===== src/rtl/pdrs_pkg.sv =====
// Package: register map, field layout, reset values and timing for the PWM output stage
package pdrs_pkg;
  // Register byte offsets
  localparam logic [7:0] ADDR_RESTART_DB = 8'h00;
  localparam logic [7:0] ADDR_STEER = 8'h04;
  localparam logic [7:0] ADDR_MODE = 8'h08;
  localparam logic [7:0] ADDR_SHUTDOWN = 8'h0C;
  localparam logic [7:0] ADDR_PERIOD = 8'h10;
  localparam logic [7:0] ADDR_DUTY = 8'h14;
  localparam logic [7:0] ADDR_PORT = 8'h18;
  localparam logic [7:0] ADDR_IRQ_STATUS = 8'h1C;
  localparam logic [7:0] ADDR_IRQ_MASK = 8'h20;
  localparam logic [7:0] ADDR_POWER = 8'h24;
  localparam logic [7:0] ADDR_TIMER = 8'h28;
  // Restart / dead-band register fields
  localparam int RESTART_BIT = 7;
  localparam int DB_WIDTH = 7;
  // Steering register fields
  localparam int STEER_SYNC_BIT = 4;
  localparam int STEER_PINS = 4;
  localparam logic [7:0] STEER_RESET = 8'h01;
  localparam logic [7:0] STEER_WMASK = 8'h1F;
  // Mode register: mode select in [3:2], polarity in [1:0], output config in [7:6]
  localparam logic [1:0] MODE_PWM = 2'h3;
  localparam logic [1:0] CFG_SINGLE = 2'h0;
  localparam logic [1:0] CFG_HALF = 2'h2;
  // Shutdown register: [7] event status, [4] shutdown input enable, [3:2] pair AC, [1:0] pair BD
  localparam int SD_STATUS_BIT = 7;
  localparam int SD_ENABLE_BIT = 4;
  localparam logic [1:0] SS_DRIVE0 = 2'h0;
  localparam logic [1:0] SS_DRIVE1 = 2'h1;
  // Interrupt bits
  localparam int IRQ_SHUTDOWN = 0;
  localparam int IRQ_PERIOD = 1;
  localparam int IRQ_OSCFAIL = 2;
  localparam int IRQ_BITS = 3;
  // Power register: [0] sleep, [1] fail-safe monitor enable
  localparam int PWR_SLEEP_BIT = 0;
  localparam int PWR_FSCM_BIT = 1;
  // Instruction cycle: four oscillator periods
  localparam int OSC_PER_INSN = 4;
  localparam logic [1:0] INSN_LAST = 2'(OSC_PER_INSN - 1);
  localparam logic [31:0] ZERO32 = 32'h0000_0000;
endpackage


===== src/rtl/pdrs_delay_line.sv =====
// Rise-delay element: active edges trail by a count of ticks, inactive edges pass at once
`timescale 1ns/1ns
`default_nettype none
module pdrs_delay_line #(
  parameter int W = 7
) (
  // Clock and reset
  input wire logic pclk,
  input wire logic presetn,
  // Control
  input wire logic tick,
  input wire logic bypass,
  input wire logic [W-1:0] delay,
  // Data
  input wire logic din,
  output logic dout
);
  logic [W-1:0] cnt_q;
  logic pend_q;
  wire start = din && !dout && !pend_q;
  // Finish one cycle after the last tick, matching the zero-count path's register stage
  wire done = pend_q && (cnt_q == '0);
  always_ff @(posedge pclk or negedge presetn) begin
    if (!presetn) begin
      cnt_q <= '0;
      pend_q <= 1'b0;
      dout <= 1'b0;
    end else if (!din || bypass) begin
      // Falling edge is never delayed
      pend_q <= 1'b0;
      dout <= din;
    end else if (start && delay == '0) begin
      dout <= 1'b1;
    end else if (start) begin
      pend_q <= 1'b1;
      cnt_q <= delay;
    end else if (done) begin
      pend_q <= 1'b0;
      dout <= 1'b1;
    end else if (pend_q && tick) begin
      cnt_q <= cnt_q - W'(1);
    end
  end
endmodule
`default_nettype wire


===== src/rtl/pdrs_top.sv =====
// Top: APB registers, PWM timing, dead band, shutdown/restart and pulse steering
`timescale 1ns/1ns
`default_nettype none
module pdrs_top #(
  parameter int DBW = pdrs_pkg::DB_WIDTH,
  parameter int NPIN = pdrs_pkg::STEER_PINS
) (
  // APB slave
  input wire logic pclk,
  input wire logic presetn,
  input wire logic psel,
  input wire logic penable,
  input wire logic pwrite,
  input wire logic [7:0] paddr,
  input wire logic [31:0] pwdata,
  output logic [31:0] prdata,
  output logic pready,
  output logic pslverr,
  // Asynchronous inputs
  input wire logic shutdown_in,
  input wire logic clock_fail_in,
  // Output pins
  output logic [NPIN-1:0] pwm_out,
  output logic [NPIN-1:0] pwm_oe,
  // Interrupt
  output logic irq
);
  logic [7:0] rdb_q, steer_q, mode_q, sd_q, period_q, duty_q, port_q, pwr_q, tmr_q;
  logic [NPIN-1:0] steer_act_q;
  logic [pdrs_pkg::IRQ_BITS-1:0] ist_q, imask_q;
  logic [1:0] sd_sync_q, cf_sync_q;
  logic [1:0] presc_q;
  logic status_q, osc_fail_q, steer_pend_q;
  logic raw_pwm_q;

  // Bus decode
  wire wr = psel && penable && pwrite;
  wire rd_any = psel && !penable;
  wire a_rdb = paddr == pdrs_pkg::ADDR_RESTART_DB;
  wire a_steer = paddr == pdrs_pkg::ADDR_STEER;
  wire a_mode = paddr == pdrs_pkg::ADDR_MODE;
  wire a_sd = paddr == pdrs_pkg::ADDR_SHUTDOWN;
  wire a_per = paddr == pdrs_pkg::ADDR_PERIOD;
  wire a_duty = paddr == pdrs_pkg::ADDR_DUTY;
  wire a_port = paddr == pdrs_pkg::ADDR_PORT;
  wire a_ist = paddr == pdrs_pkg::ADDR_IRQ_STATUS;
  wire a_imask = paddr == pdrs_pkg::ADDR_IRQ_MASK;
  wire a_pwr = paddr == pdrs_pkg::ADDR_POWER;
  wire a_tmr = paddr == pdrs_pkg::ADDR_TIMER;
  wire a_hit = a_rdb | a_steer | a_mode | a_sd | a_per | a_duty | a_port | a_ist
             | a_imask | a_pwr | a_tmr;

  // Synchronised pins
  wire sd_cond = sd_sync_q[1];
  wire clk_fail = cf_sync_q[1];

  // Mode decode
  wire sleeping = pwr_q[pdrs_pkg::PWR_SLEEP_BIT];
  wire run = !sleeping;
  wire pwm_mode = mode_q[3:2] == pdrs_pkg::MODE_PWM;
  wire single_mode = pwm_mode && (mode_q[7:6] == pdrs_pkg::CFG_SINGLE);
  wire half_mode = pwm_mode && (mode_q[7:6] == pdrs_pkg::CFG_HALF);
  wire insn_tick = run && (presc_q == pdrs_pkg::INSN_LAST);
  wire period_end = insn_tick && (tmr_q == period_q);
  wire auto_rs = rdb_q[pdrs_pkg::RESTART_BIT];
  wire sw_trip = sd_q[pdrs_pkg::SD_ENABLE_BIT];
  wire trip = sw_trip && sd_cond;
  wire sd_w_clr = wr && a_sd && !pwdata[pdrs_pkg::SD_STATUS_BIT];
  wire sd_w_set = wr && a_sd && pwdata[pdrs_pkg::SD_STATUS_BIT];

  // Status: set wins over clear; writes ignored while condition persists
  wire status_d = trip ? 1'b1
                : (auto_rs && run) ? 1'b0
                : sd_w_clr ? 1'b0
                : sd_w_set ? 1'b1
                : status_q;

  // Dead band and waveform shaping
  wire [DBW-1:0] db_count = rdb_q[DBW-1:0];
  wire raw_pol = raw_pwm_q ^ mode_q[0];
  wire raw_pol_b = raw_pwm_q ^ mode_q[1];
  logic db_a, db_b;
  pdrs_delay_line #(.W(DBW)) u_dba (
    .pclk(pclk), .presetn(presetn), .tick(insn_tick), .bypass(!half_mode),
    .delay(db_count), .din(raw_pwm_q), .dout(db_a)
  );
  pdrs_delay_line #(.W(DBW)) u_dbb (
    .pclk(pclk), .presetn(presetn), .tick(insn_tick), .bypass(!half_mode),
    .delay(db_count), .din(!raw_pwm_q), .dout(db_b)
  );

  // Per-pin output selection
  logic [NPIN-1:0] pin_d, oe_d;
  genvar gi;
  generate
    for (gi = 0; gi < NPIN; gi++) begin : g_pin
      wire pair_ac = (gi == 0) || (gi == 2);
      wire [1:0] ss = pair_ac ? sd_q[3:2] : sd_q[1:0];
      wire half_pin = (gi < 2);
      wire steered = single_mode && steer_act_q[gi];
      wire enabled = steered || (half_mode && half_pin);
      wire wave = single_mode ? (pair_ac ? raw_pol : raw_pol_b)
                : (gi == 0) ? (db_a ^ mode_q[0]) : (db_b ^ mode_q[1]);
      wire sd_val = (ss == pdrs_pkg::SS_DRIVE1);
      wire sd_hiz = !(ss == pdrs_pkg::SS_DRIVE0 || ss == pdrs_pkg::SS_DRIVE1);
      // Shutdown only touches pins the PWM owns
      assign pin_d[gi] = !enabled ? port_q[gi] : status_q ? sd_val : wave;
      assign oe_d[gi] = !enabled ? port_q[NPIN + gi] : !(status_q && sd_hiz);
    end
  endgenerate

  // Register file and synchronisers
  always_ff @(posedge pclk or negedge presetn) begin
    if (!presetn) begin
      rdb_q <= '0;
      steer_q <= pdrs_pkg::STEER_RESET;
      mode_q <= '0;
      sd_q <= '0;
      period_q <= '0;
      duty_q <= '0;
      port_q <= '0;
      pwr_q <= '0;
      imask_q <= '0;
      sd_sync_q <= '0;
      cf_sync_q <= '0;
    end else begin
      sd_sync_q <= {sd_sync_q[0], shutdown_in};
      cf_sync_q <= {cf_sync_q[0], clock_fail_in};
      if (wr && a_rdb) rdb_q <= pwdata[7:0];
      if (wr && a_steer) steer_q <= pwdata[7:0] & pdrs_pkg::STEER_WMASK;
      if (wr && a_mode) mode_q <= pwdata[7:0];
      if (wr && a_sd) sd_q <= {1'b0, pwdata[6:0]};
      if (wr && a_per) period_q <= pwdata[7:0];
      if (wr && a_duty) duty_q <= pwdata[7:0];
      if (wr && a_port) port_q <= pwdata[7:0];
      if (wr && a_pwr) pwr_q <= pwdata[7:0];
      if (wr && a_imask) imask_q <= pwdata[pdrs_pkg::IRQ_BITS-1:0];
    end
  end

  // Timer, prescaler, waveform and restart gate
  always_ff @(posedge pclk or negedge presetn) begin
    if (!presetn) begin
      presc_q <= '0;
      tmr_q <= '0;
      raw_pwm_q <= 1'b0;
      status_q <= 1'b0;
    end else if (run) begin
      presc_q <= presc_q + 2'd1;
      if (insn_tick) tmr_q <= period_end ? 8'h00 : tmr_q + 8'd1;
      if (period_end) raw_pwm_q <= (duty_q != 8'h00);
      else if (insn_tick && tmr_q == duty_q) raw_pwm_q <= 1'b0;
      // Held low through shutdown, so a restart waits for the next period start
      if (status_q) raw_pwm_q <= 1'b0;
      status_q <= status_d;
    end else begin
      status_q <= status_d;
    end
  end

  // Steering application
  always_ff @(posedge pclk or negedge presetn) begin
    if (!presetn) begin
      steer_act_q <= '0;
      steer_pend_q <= 1'b0;
    end else if (wr && a_steer && !pwdata[pdrs_pkg::STEER_SYNC_BIT]) begin
      steer_act_q <= pwdata[NPIN-1:0];
      steer_pend_q <= 1'b0;
    end else if (wr && a_steer) begin
      steer_pend_q <= 1'b1;
    end else if (steer_pend_q && period_end) begin
      steer_act_q <= steer_q[NPIN-1:0];
      steer_pend_q <= 1'b0;
    end else if (!steer_pend_q && !steer_q[pdrs_pkg::STEER_SYNC_BIT]) begin
      steer_act_q <= steer_q[NPIN-1:0];
    end
  end

  // Interrupt status, write one to clear, set wins
  wire [pdrs_pkg::IRQ_BITS-1:0] ev;
  assign ev[pdrs_pkg::IRQ_SHUTDOWN] = trip && !status_q;
  assign ev[pdrs_pkg::IRQ_PERIOD] = period_end;
  assign ev[pdrs_pkg::IRQ_OSCFAIL] = clk_fail && pwr_q[pdrs_pkg::PWR_FSCM_BIT] && !osc_fail_q;
  wire [pdrs_pkg::IRQ_BITS-1:0] iclr = (wr && a_ist) ? pwdata[pdrs_pkg::IRQ_BITS-1:0] : '0;
  always_ff @(posedge pclk or negedge presetn) begin
    if (!presetn) begin
      ist_q <= '0;
      osc_fail_q <= 1'b0;
    end else begin
      ist_q <= (ist_q & ~iclr) | ev;
      // Module keeps running; only the flag records the failure
      if (ev[pdrs_pkg::IRQ_OSCFAIL]) osc_fail_q <= 1'b1;
      else if (iclr[pdrs_pkg::IRQ_OSCFAIL]) osc_fail_q <= 1'b0;
    end
  end

  // Read mux
  wire [7:0] sd_rd = {status_q, sd_q[6:0]};
  wire [31:0] rd_mux = a_rdb ? {24'h00_0000, rdb_q}
                     : a_steer ? {24'h00_0000, steer_q & pdrs_pkg::STEER_WMASK}
                     : a_mode ? {24'h00_0000, mode_q}
                     : a_sd ? {24'h00_0000, sd_rd}
                     : a_per ? {24'h00_0000, period_q}
                     : a_duty ? {24'h00_0000, duty_q}
                     : a_port ? {24'h00_0000, port_q}
                     : a_ist ? {29'h0000_0000, ist_q}
                     : a_imask ? {29'h0000_0000, imask_q}
                     : a_pwr ? {24'h00_0000, pwr_q}
                     : a_tmr ? {24'h00_0000, tmr_q}
                     : pdrs_pkg::ZERO32;

  // Registered outputs
  always_ff @(posedge pclk or negedge presetn) begin
    if (!presetn) begin
      prdata <= '0;
      pready <= 1'b0;
      pslverr <= 1'b0;
      pwm_out <= '0;
      pwm_oe <= '0;
      irq <= 1'b0;
    end else begin
      // No wait state: answer registered in the setup cycle
      pready <= rd_any;
      pslverr <= rd_any && !a_hit;
      if (rd_any) prdata <= rd_mux;
      if (run) begin
        pwm_out <= pin_d;
        pwm_oe <= oe_d;
      end
      irq <= |(ist_q & imask_q);
    end
  end
endmodule
`default_nettype wire


===== config.mk =====
export PLATFORM = sky130hd
export DESIGN_NAME = pdrs_top
export DESIGN_NICKNAME = d
export VERILOG_FILES = /design/src/rtl/pdrs_pkg.sv /design/src/rtl/pdrs_delay_line.sv /design/src/rtl/pdrs_top.sv
export SDC_FILE = /design/constraint.sdc
export NUM_CORES = 1
export LEC_CHECK = 0
export ABC_AREA = 1
export BUFFER_PORTS_ARGS = -buffer_cell sky130_fd_sc_hd__buf_2
export CELL_PAD_IN_SITES_DETAIL_PLACEMENT = 2
export CELL_PAD_IN_SITES_GLOBAL_PLACEMENT = 2
export CORE_MARGIN = 5
export CORE_UTILIZATION = 34
export DETAILED_ROUTE_END_ITERATION = 8
export PLACE_DENSITY_LB_ADDON = 0.1
export SLEW_MARGIN = 20
export SYNTH_ARGS = -nofsm -noshare
export SYNTH_HDL_FRONTEND = slang
export SYNTH_HIERARCHICAL = 1
export SYNTH_SLANG_ARGS = --single-unit

===== constraint.sdc =====
create_clock -name pclk -period 1.9 [get_ports pclk]
set_input_delay 0.285 -clock pclk [delete_from_list [all_inputs] [get_ports pclk]]
set_output_delay 0.285 -clock pclk [all_outputs]
set_load 0.05 [all_outputs]

==> metrics.md, run 1 <==
| Metric | Value |
|---|---|
| Run status | finished, final reports clean |
| Port bufs | 41 |
| Postcts setup bufs | 0 |
| Total GRT Usage | 21.5% |
| Placed Area | 7790 um2 |
| Pleak | 4.10 nW |
| PnR Total Power | 7.54 mW |
| Core footprint | 20,800 um2 |
| Clock power frac | 42.2% |
| Full die area | 23,900 um2 |
| Delay-heaviest family, CP | simple AND/OR/NAND/NOR gates |
| Ant diodes | 0 |
| Vias in the first global route | 7,110 |
| Cells after synthesis | 929 |
| Logic gate share of total power | 18.0% |
| Share of cells above drive strength 1 | 18.3% |
| Pin count of the biggest net entering global routing | 40 |
| Skew-Pair Late Insertion Delay | 0.42 ns |
| Total Routed Length | 24.8 mm |
| Sequential share of power | 39.8% |
| Clock-pin slew on the worst setup and hold paths | 0.06 ns |
| CP Data Required Time | 2.25 ns |
| Number of DRC markers in iteration 0 | 230 |
| Startpoint Class | flip-flop |
| Initial antenna violation count | 0 |
| Syn. warnings | 6 |
| First-pass GRT wire length | 40.1 mm |
| Top layer in use | met4 |
| Clock buffer depth | 2 |
| Fillers | 2,477 |
| Final core occ | 40.3% |
| Max-Cap Viols | 0 |
| DRC viols | 0 |
| Via Count | 6,449 |
| Fin Clk Skew | 0.00782 ns |
| WL per Instance | 19.0 um |
| PwrDens | 898 nW/um2 |
| Switching Power | 2.32 mW |
| Hold Vio Cnt, Final | 0 |
| Register area | 3130 um2 |
| Cell Area, Synth | 7110 um2 |
| Crit path time final | 1.80 ns |
| Area occupied by multi-input gates | 3430 um2 |
| Final Cycle Share | 94.7% |
| Non-Filler Instances | 1,301 |
| Arrival time at the worst endpoint | 2.15 ns |
| Mean Syn Cell Area | 7.65 um2 |
| Pint | 5.22 mW |
| Most common cell after layout, fill and taps aside | nand2_1 |
| Number of flops mapped to enable cells by yosys | 0 |
| Sw Share | 30.8% |
| Die Span Y | 155 um |
| Grt total ovfl | 0 |
| Async set-reset flop share out of synthesis | 100% |
| Sink Count | 125 |
| Ports | 90 |
| Final setup viols | 0 |
| Crit path kind | flip-flop to flip-flop |
| Routed wl met2 | 11.7 mm |
| CP Capture Type | flip-flop |
| Slew margin rel. | 62.2% |
| Cell count after placement | 1,266 |
| Synth unique cells | 43 |
| Worst vdd ir | 0.534 mV |
| Most used DFF post-synth | dfrtp_1 |
| HPWL after DPL | 19.1 mm |
| TNS Setup | 0 ns |
| Type of the most critical hold path | input pin to flip-flop |
| Number of synthesized register bits | 125 |
| GPL Wtd Cong | 0.769 |
| Met3 wire len | 818 um |
| Post-DRT Antenna Nets | 0 |
| Num CTS Buffers | 17 |
| Commonest non-fill, non-tap cells in the layout | nand2_1, dfrtp_1, inv_1 |
| Post-Route M1 WL | 12.0 mm |
| Initial core utilization | 34.1% |
| Nets | 1,066 |
| Max-slew violations | 0 |
| H-tree levels | 4 |
| Vias per cell | 4.96 |
| Worst path buffer plus inverter count | 2 |
| Crit-path slowest cell | dfrtp_1 |
| Worst-path cell chain | ha_1 -> nand2_2 -> inv_2 -> buf_4 -> nand2_1 -> nand2_2 -> nand2_2 -> nor2_4 -> nand2_1 -> nand2_1 |
| Worst Max-Slew Pin Slew | 0.566 ns |
| Unrepaired setup endpoints after global routing | no |
| CP max stage delay | 0.37 ns |
| Row Count | 53 |
| Critical path peak fanout | 8 |
| CTS tree | built |
| Sequential share of the synthesized area | 44.0% |
| Maximum clock frequency | 556 MHz |
| Drt pass-1 iters | 4 |
| Layout Area Growth over Synthesis | 18.1% |
| Clk root buf | clkbuf_16 |
| Design Area, Final | 8400 um2 |
| Die width | 155 um |
-- kinds of logic after synthesis --
kind of cell	count (synthesis)	synth area share, %
simple gates	509	33.6
compound gates	143	10.9
buf+inv	134	9.05
flops	125	44.0
xor+xnor	11	1.36
fa+ha+maj	6	1.06
other cells	1	0.0527
-- final timing paths --
kind	slack [ns]	start	endpoint	cells past startpoint
worst max-delay path	0.10	presc_q[0]	u_dbb/cnt_q[3]	10
worst min-delay path	0.09	pwdata[1]	steer_q[1]	3
worst max register to register	0.10	presc_q[0]	u_dbb/cnt_q[3]	10
worst min register to register	0.35	sd_sync_q[0]	sd_sync_q[1]	0
max in group asynchronous	0.91	presetn	u_dba/dout	3
min in group asynchronous	0.35	presetn	tmr_q[5]	2
-- tightest hold or removal path: cells and delay by family --
family                 cells  cell delay [ns]
buffers and inverters      1             0.09
AO/OA/AOI/OAI              1             0.06
AND/OR/NAND/NOR            1             0.04
-- cell type report --
cell class | instances | area share (%)
Multi-Input combinational cell | 693 | 40.8
Clock inverter | 6 | 0.745
Clock buffer | 26 | 6.06
Tap cell | 275 | 4.10
Sequential cell | 125 | 37.3
Timing Repair Buffer | 83 | 6.81
Inverter | 93 | 4.22
-- flip-flops by register name (all words and copies together), names as in the netlist, 4 cells and up --
name,cells
duty_q,8
mode_q,8
period_q,8
port_q,8
prdata,8
pwr_q,8
rdb_q,8
tmr_q,8
sd_q,7
u_dba/cnt_q,7
u_dbb/cnt_q,7
steer_q,5
pwm_oe,4
pwm_out,4
steer_act_q,4
-- cell usage after synthesis (5+ instances only) --
master,count,area share (%)
a21oi_1,23,1.6
clkbuf_1,7,0.37
nand3_1,52,3.7
nand2_1,285,15
nand4_1,22,1.9
nor3_1,10,0.70
nand2_4,5,0.79
or2_1,5,0.44
nor2_4,11,1.7
nor2_1,68,3.6
dfrtp_1,124,44
nand2_2,16,1.4
ha_1,6,1.1
inv_2,10,0.53
o21ai_1,23,1.6
nor2_2,9,0.79
nand3_2,8,1.1
buf_4,27,2.9
xnor2_1,7,0.86
or2_2,5,0.44
inv_1,80,4.2
o21ai_0,76,5.4
-- per-layer routing --
metal / up-vias / global-route usage (%)
met4: 0 / 4.67
met1: 3220 / 30.2
met2: 88 / 35.9
li1: 3126 / -
met3: 15 / 2.55
met5: - / 0
-- through the flow --
| step | hold slack [ns] | worst slack, ns |
|---|---|---|
| finish | 0.0883 | 0.101 |
| global route | 0.106 | 0.000561 |
| CTS | 0.0751 | 0.0649 |
| detailed placement | 0.241 | -0.00463 |
| global placement | 0.237 | 0.0380 |
| floorplan | -0.0106 | 0.442 |
-- power by group through the flow --
| stage | Sequential, mW | Combinational [mW] | Clock, mW |
|---|---|---|---|
| after global routing | 3.01 | 1.48 | 3.40 |
| after global placement | 3.04 | 1.33 | 0 |
| final | 3.00 | 1.36 | 3.19 |
| after detailed placement | 3.04 | 1.35 | 0 |
| after floorplan | 3.06 | 0.732 | 0 |
| after CTS | 3.00 | 1.37 | 3.25 |
-- what timing repair did --
action	CTS	global route
gates resized for setup	0	1
endpoints found under the hold margin	36	0
endpoints found under the setup margin	0	2
hold buffers	3	0
Power figures use the tool's default switching activity.
==> inputs of run 2 (changes only) <==
--- a/config.mk
+++ b/config.mk
@@ -10,7 +10,7 @@
 export CELL_PAD_IN_SITES_DETAIL_PLACEMENT = 2
 export CELL_PAD_IN_SITES_GLOBAL_PLACEMENT = 2
 export CORE_MARGIN = 5
-export CORE_UTILIZATION = 34
+export CORE_UTILIZATION = 37
 export DETAILED_ROUTE_END_ITERATION = 8
 export PLACE_DENSITY_LB_ADDON = 0.1
 export SLEW_MARGIN = 20
==> constraint.sdc (replaced) <==
create_clock -name pclk -period 2.35 [get_ports pclk]
set_input_delay 0.3525 -clock pclk [delete_from_list [all_inputs] [get_ports pclk]]
set_output_delay 0.3525 -clock pclk [all_outputs]
set_load 0.05 [all_outputs]
==> metrics.md, run 2 (same netlist as run 1, synthesis figures left out) <==
| Metric | Value |
|---|---|
| Maximum clock frequency | 490 MHz |
| Initial antenna violation count | 0 |
| Type of the most critical hold path | input pin to flip-flop |
| Unrepaired setup endpoints after global routing | no |
| Post-Route M1 WL | 11.8 mm |
| Hold Vio Cnt, Final | 0 |
| Skew-Pair Late Insertion Delay | 0.43 ns |
| Critical path peak fanout | 6 |
| Design Area, Final | 8170 um2 |
| Clock-pin slew on the worst setup and hold paths | 0.06 ns |
| Most common cell after layout, fill and taps aside | nand2_1 |
| Crit path kind | flip-flop to flip-flop |
| CP Data Required Time | 2.67 ns |
| Fillers | 2,220 |
| Full die area | 22,100 um2 |
| Run status | finished, final reports clean |
| Placed Area | 7530 um2 |
| Crit-path slowest cell | dfrtp_1 |
| Max-Cap Viols | 0 |
| Area occupied by multi-input gates | 3420 um2 |
| Routed wl met2 | 12.6 mm |
| CP max stage delay | 0.47 ns |
| Worst Max-Slew Pin Slew | 0.642 ns |
| GPL Wtd Cong | 0.880 |
| Worst path buffer plus inverter count | 1 |
| Register area | 3130 um2 |
| Via Count | 6,552 |
| Total GRT Usage | 24.2% |
| Initial core utilization | 37.8% |
| Worst vdd ir | 0.510 mV |
| Pin count of the biggest net entering global routing | 55 |
| H-tree levels | 4 |
| Delay-heaviest family, CP | simple AND/OR/NAND/NOR gates |
| Post-DRT Antenna Nets | 0 |
| HPWL after DPL | 19.0 mm |
| Met3 wire len | 1.08 mm |
| Commonest non-fill, non-tap cells in the layout | nand2_1, dfrtp_1, inv_1 |
| Number of DRC markers in iteration 0 | 369 |
| Clock buffer depth | 2 |
| CP Capture Type | flip-flop |
| Clk root buf | clkbuf_16 |
| PwrDens | 769 nW/um2 |
| Drt pass-1 iters | 4 |
| Row Count | 50 |
| Max-slew violations | 0 |
| Port bufs | 41 |
| Nets | 1,035 |
| Layout Area Growth over Synthesis | 14.9% |
| Crit path time final | 2.04 ns |
| Final Cycle Share | 86.8% |
| Die Span Y | 149 um |
| Share of cells above drive strength 1 | 16.3% |
| CTS tree | built |
| Top layer in use | met4 |
| Ant diodes | 0 |
| Core footprint | 18,800 um2 |
| Hold slack | 0.0352 ns |
| Die width | 149 um |
| Worst-path cell chain | inv_1 -> or2_1 -> nand3_1 -> nor3_1 -> nand3_2 -> nand3_2 -> nand3_2 -> nand2_1 -> nand2_1 |
| Startpoint Class | flip-flop |
| Pleak | 3.97 nW |
| WL per Instance | 20.5 um |
| Fin Clk Skew | 0.00817 ns |
| TNS Setup | 0 ns |
| Num CTS Buffers | 17 |
| DRC viols | 0 |
| First-pass GRT wire length | 41.1 mm |
| Vias per cell | 5.22 |
| Total Routed Length | 25.7 mm |
| Final setup viols | 0 |
| Sink Count | 125 |
| Vias in the first global route | 7,309 |
| Slew margin rel. | 57.1% |
| Grt total ovfl | 0 |
| Ports | 90 |
| Most used cell, CP | nand3_2 |
| Arrival time at the worst endpoint | 2.35 ns |
==> run 2: changes by cell type in the layout (fill, tap and decap cells not counted), sizes merged <==
| cell | change |
|---|---|
| clkbuf | -8 |
| clkinv | +4 |
| bufinv | +3 |
| buf | -29 |
| dlygate4sd3 | -2 |
| inv | +1 |
==> run 2: layer usage <==
layer  vias up  GRT usage (%)
met5         -              0
met4         0           4.76
met3        12           4.17
met2       124           40.6
met1      3352           33.0
li1       3064              -
==> run 2: report_power, final <==
group	internal, mW	leakage, nW	switching (mW)	total (mW)
clock network	1.80	0.302	1.07	2.87
registers	2.28	1.65	0.164	2.44
logic	0.255	2.02	0.715	0.971
==> run 2: cell type report <==
class	count	area share [%]
clock buffer	18	5.38
sequential	125	38.3
multi-input combinational	693	41.9
inverter	93	4.33
clock inverter	14	2.36
tap	260	3.98
timing repair buffer	52	3.74
==> run 2: path summary, 6_finish.rpt <==
| path | startpoint | endpoint | slack, ns | cells past startpoint |
|---|---|---|---|---|
| setup / recovery | tmr_q[5] | steer_act_q[1] | 0.31 | 9 |
| hold / removal | clock_fail_in | cf_sync_q[0] | 0.04 | 1 |
| setup reg to reg | tmr_q[5] | steer_act_q[1] | 0.31 | 9 |
| hold reg to reg | cf_sync_q[0] | cf_sync_q[1] | 0.35 | 0 |
| max in group asynchronous | presetn | presc_q[0] | 1.25 | 3 |
| min in group asynchronous | presetn | period_q[1] | 0.40 | 2 |
==> run 2: through the flow <==
stage               total power [mW]  utilization (%)  setup slack (ns)  std cells
CTS                             6.35             43.4             0.294       1255
detailed placement              3.44             40.0             0.297       1222
floorplan                       3.06                -             0.892        952
global placement                3.39             40.0             0.415       1222
finish                          6.28             43.4             0.311       1255
global route                    6.56             43.4             0.188       1255
==> run 2: repair_timing <==
action,4_1_cts,5_1_grt
buffers inserted,0,0
resized for setup,0,0
hold buffers,1,0
endpoints found under the setup margin,0,0
hold endpoints to repair,25,0
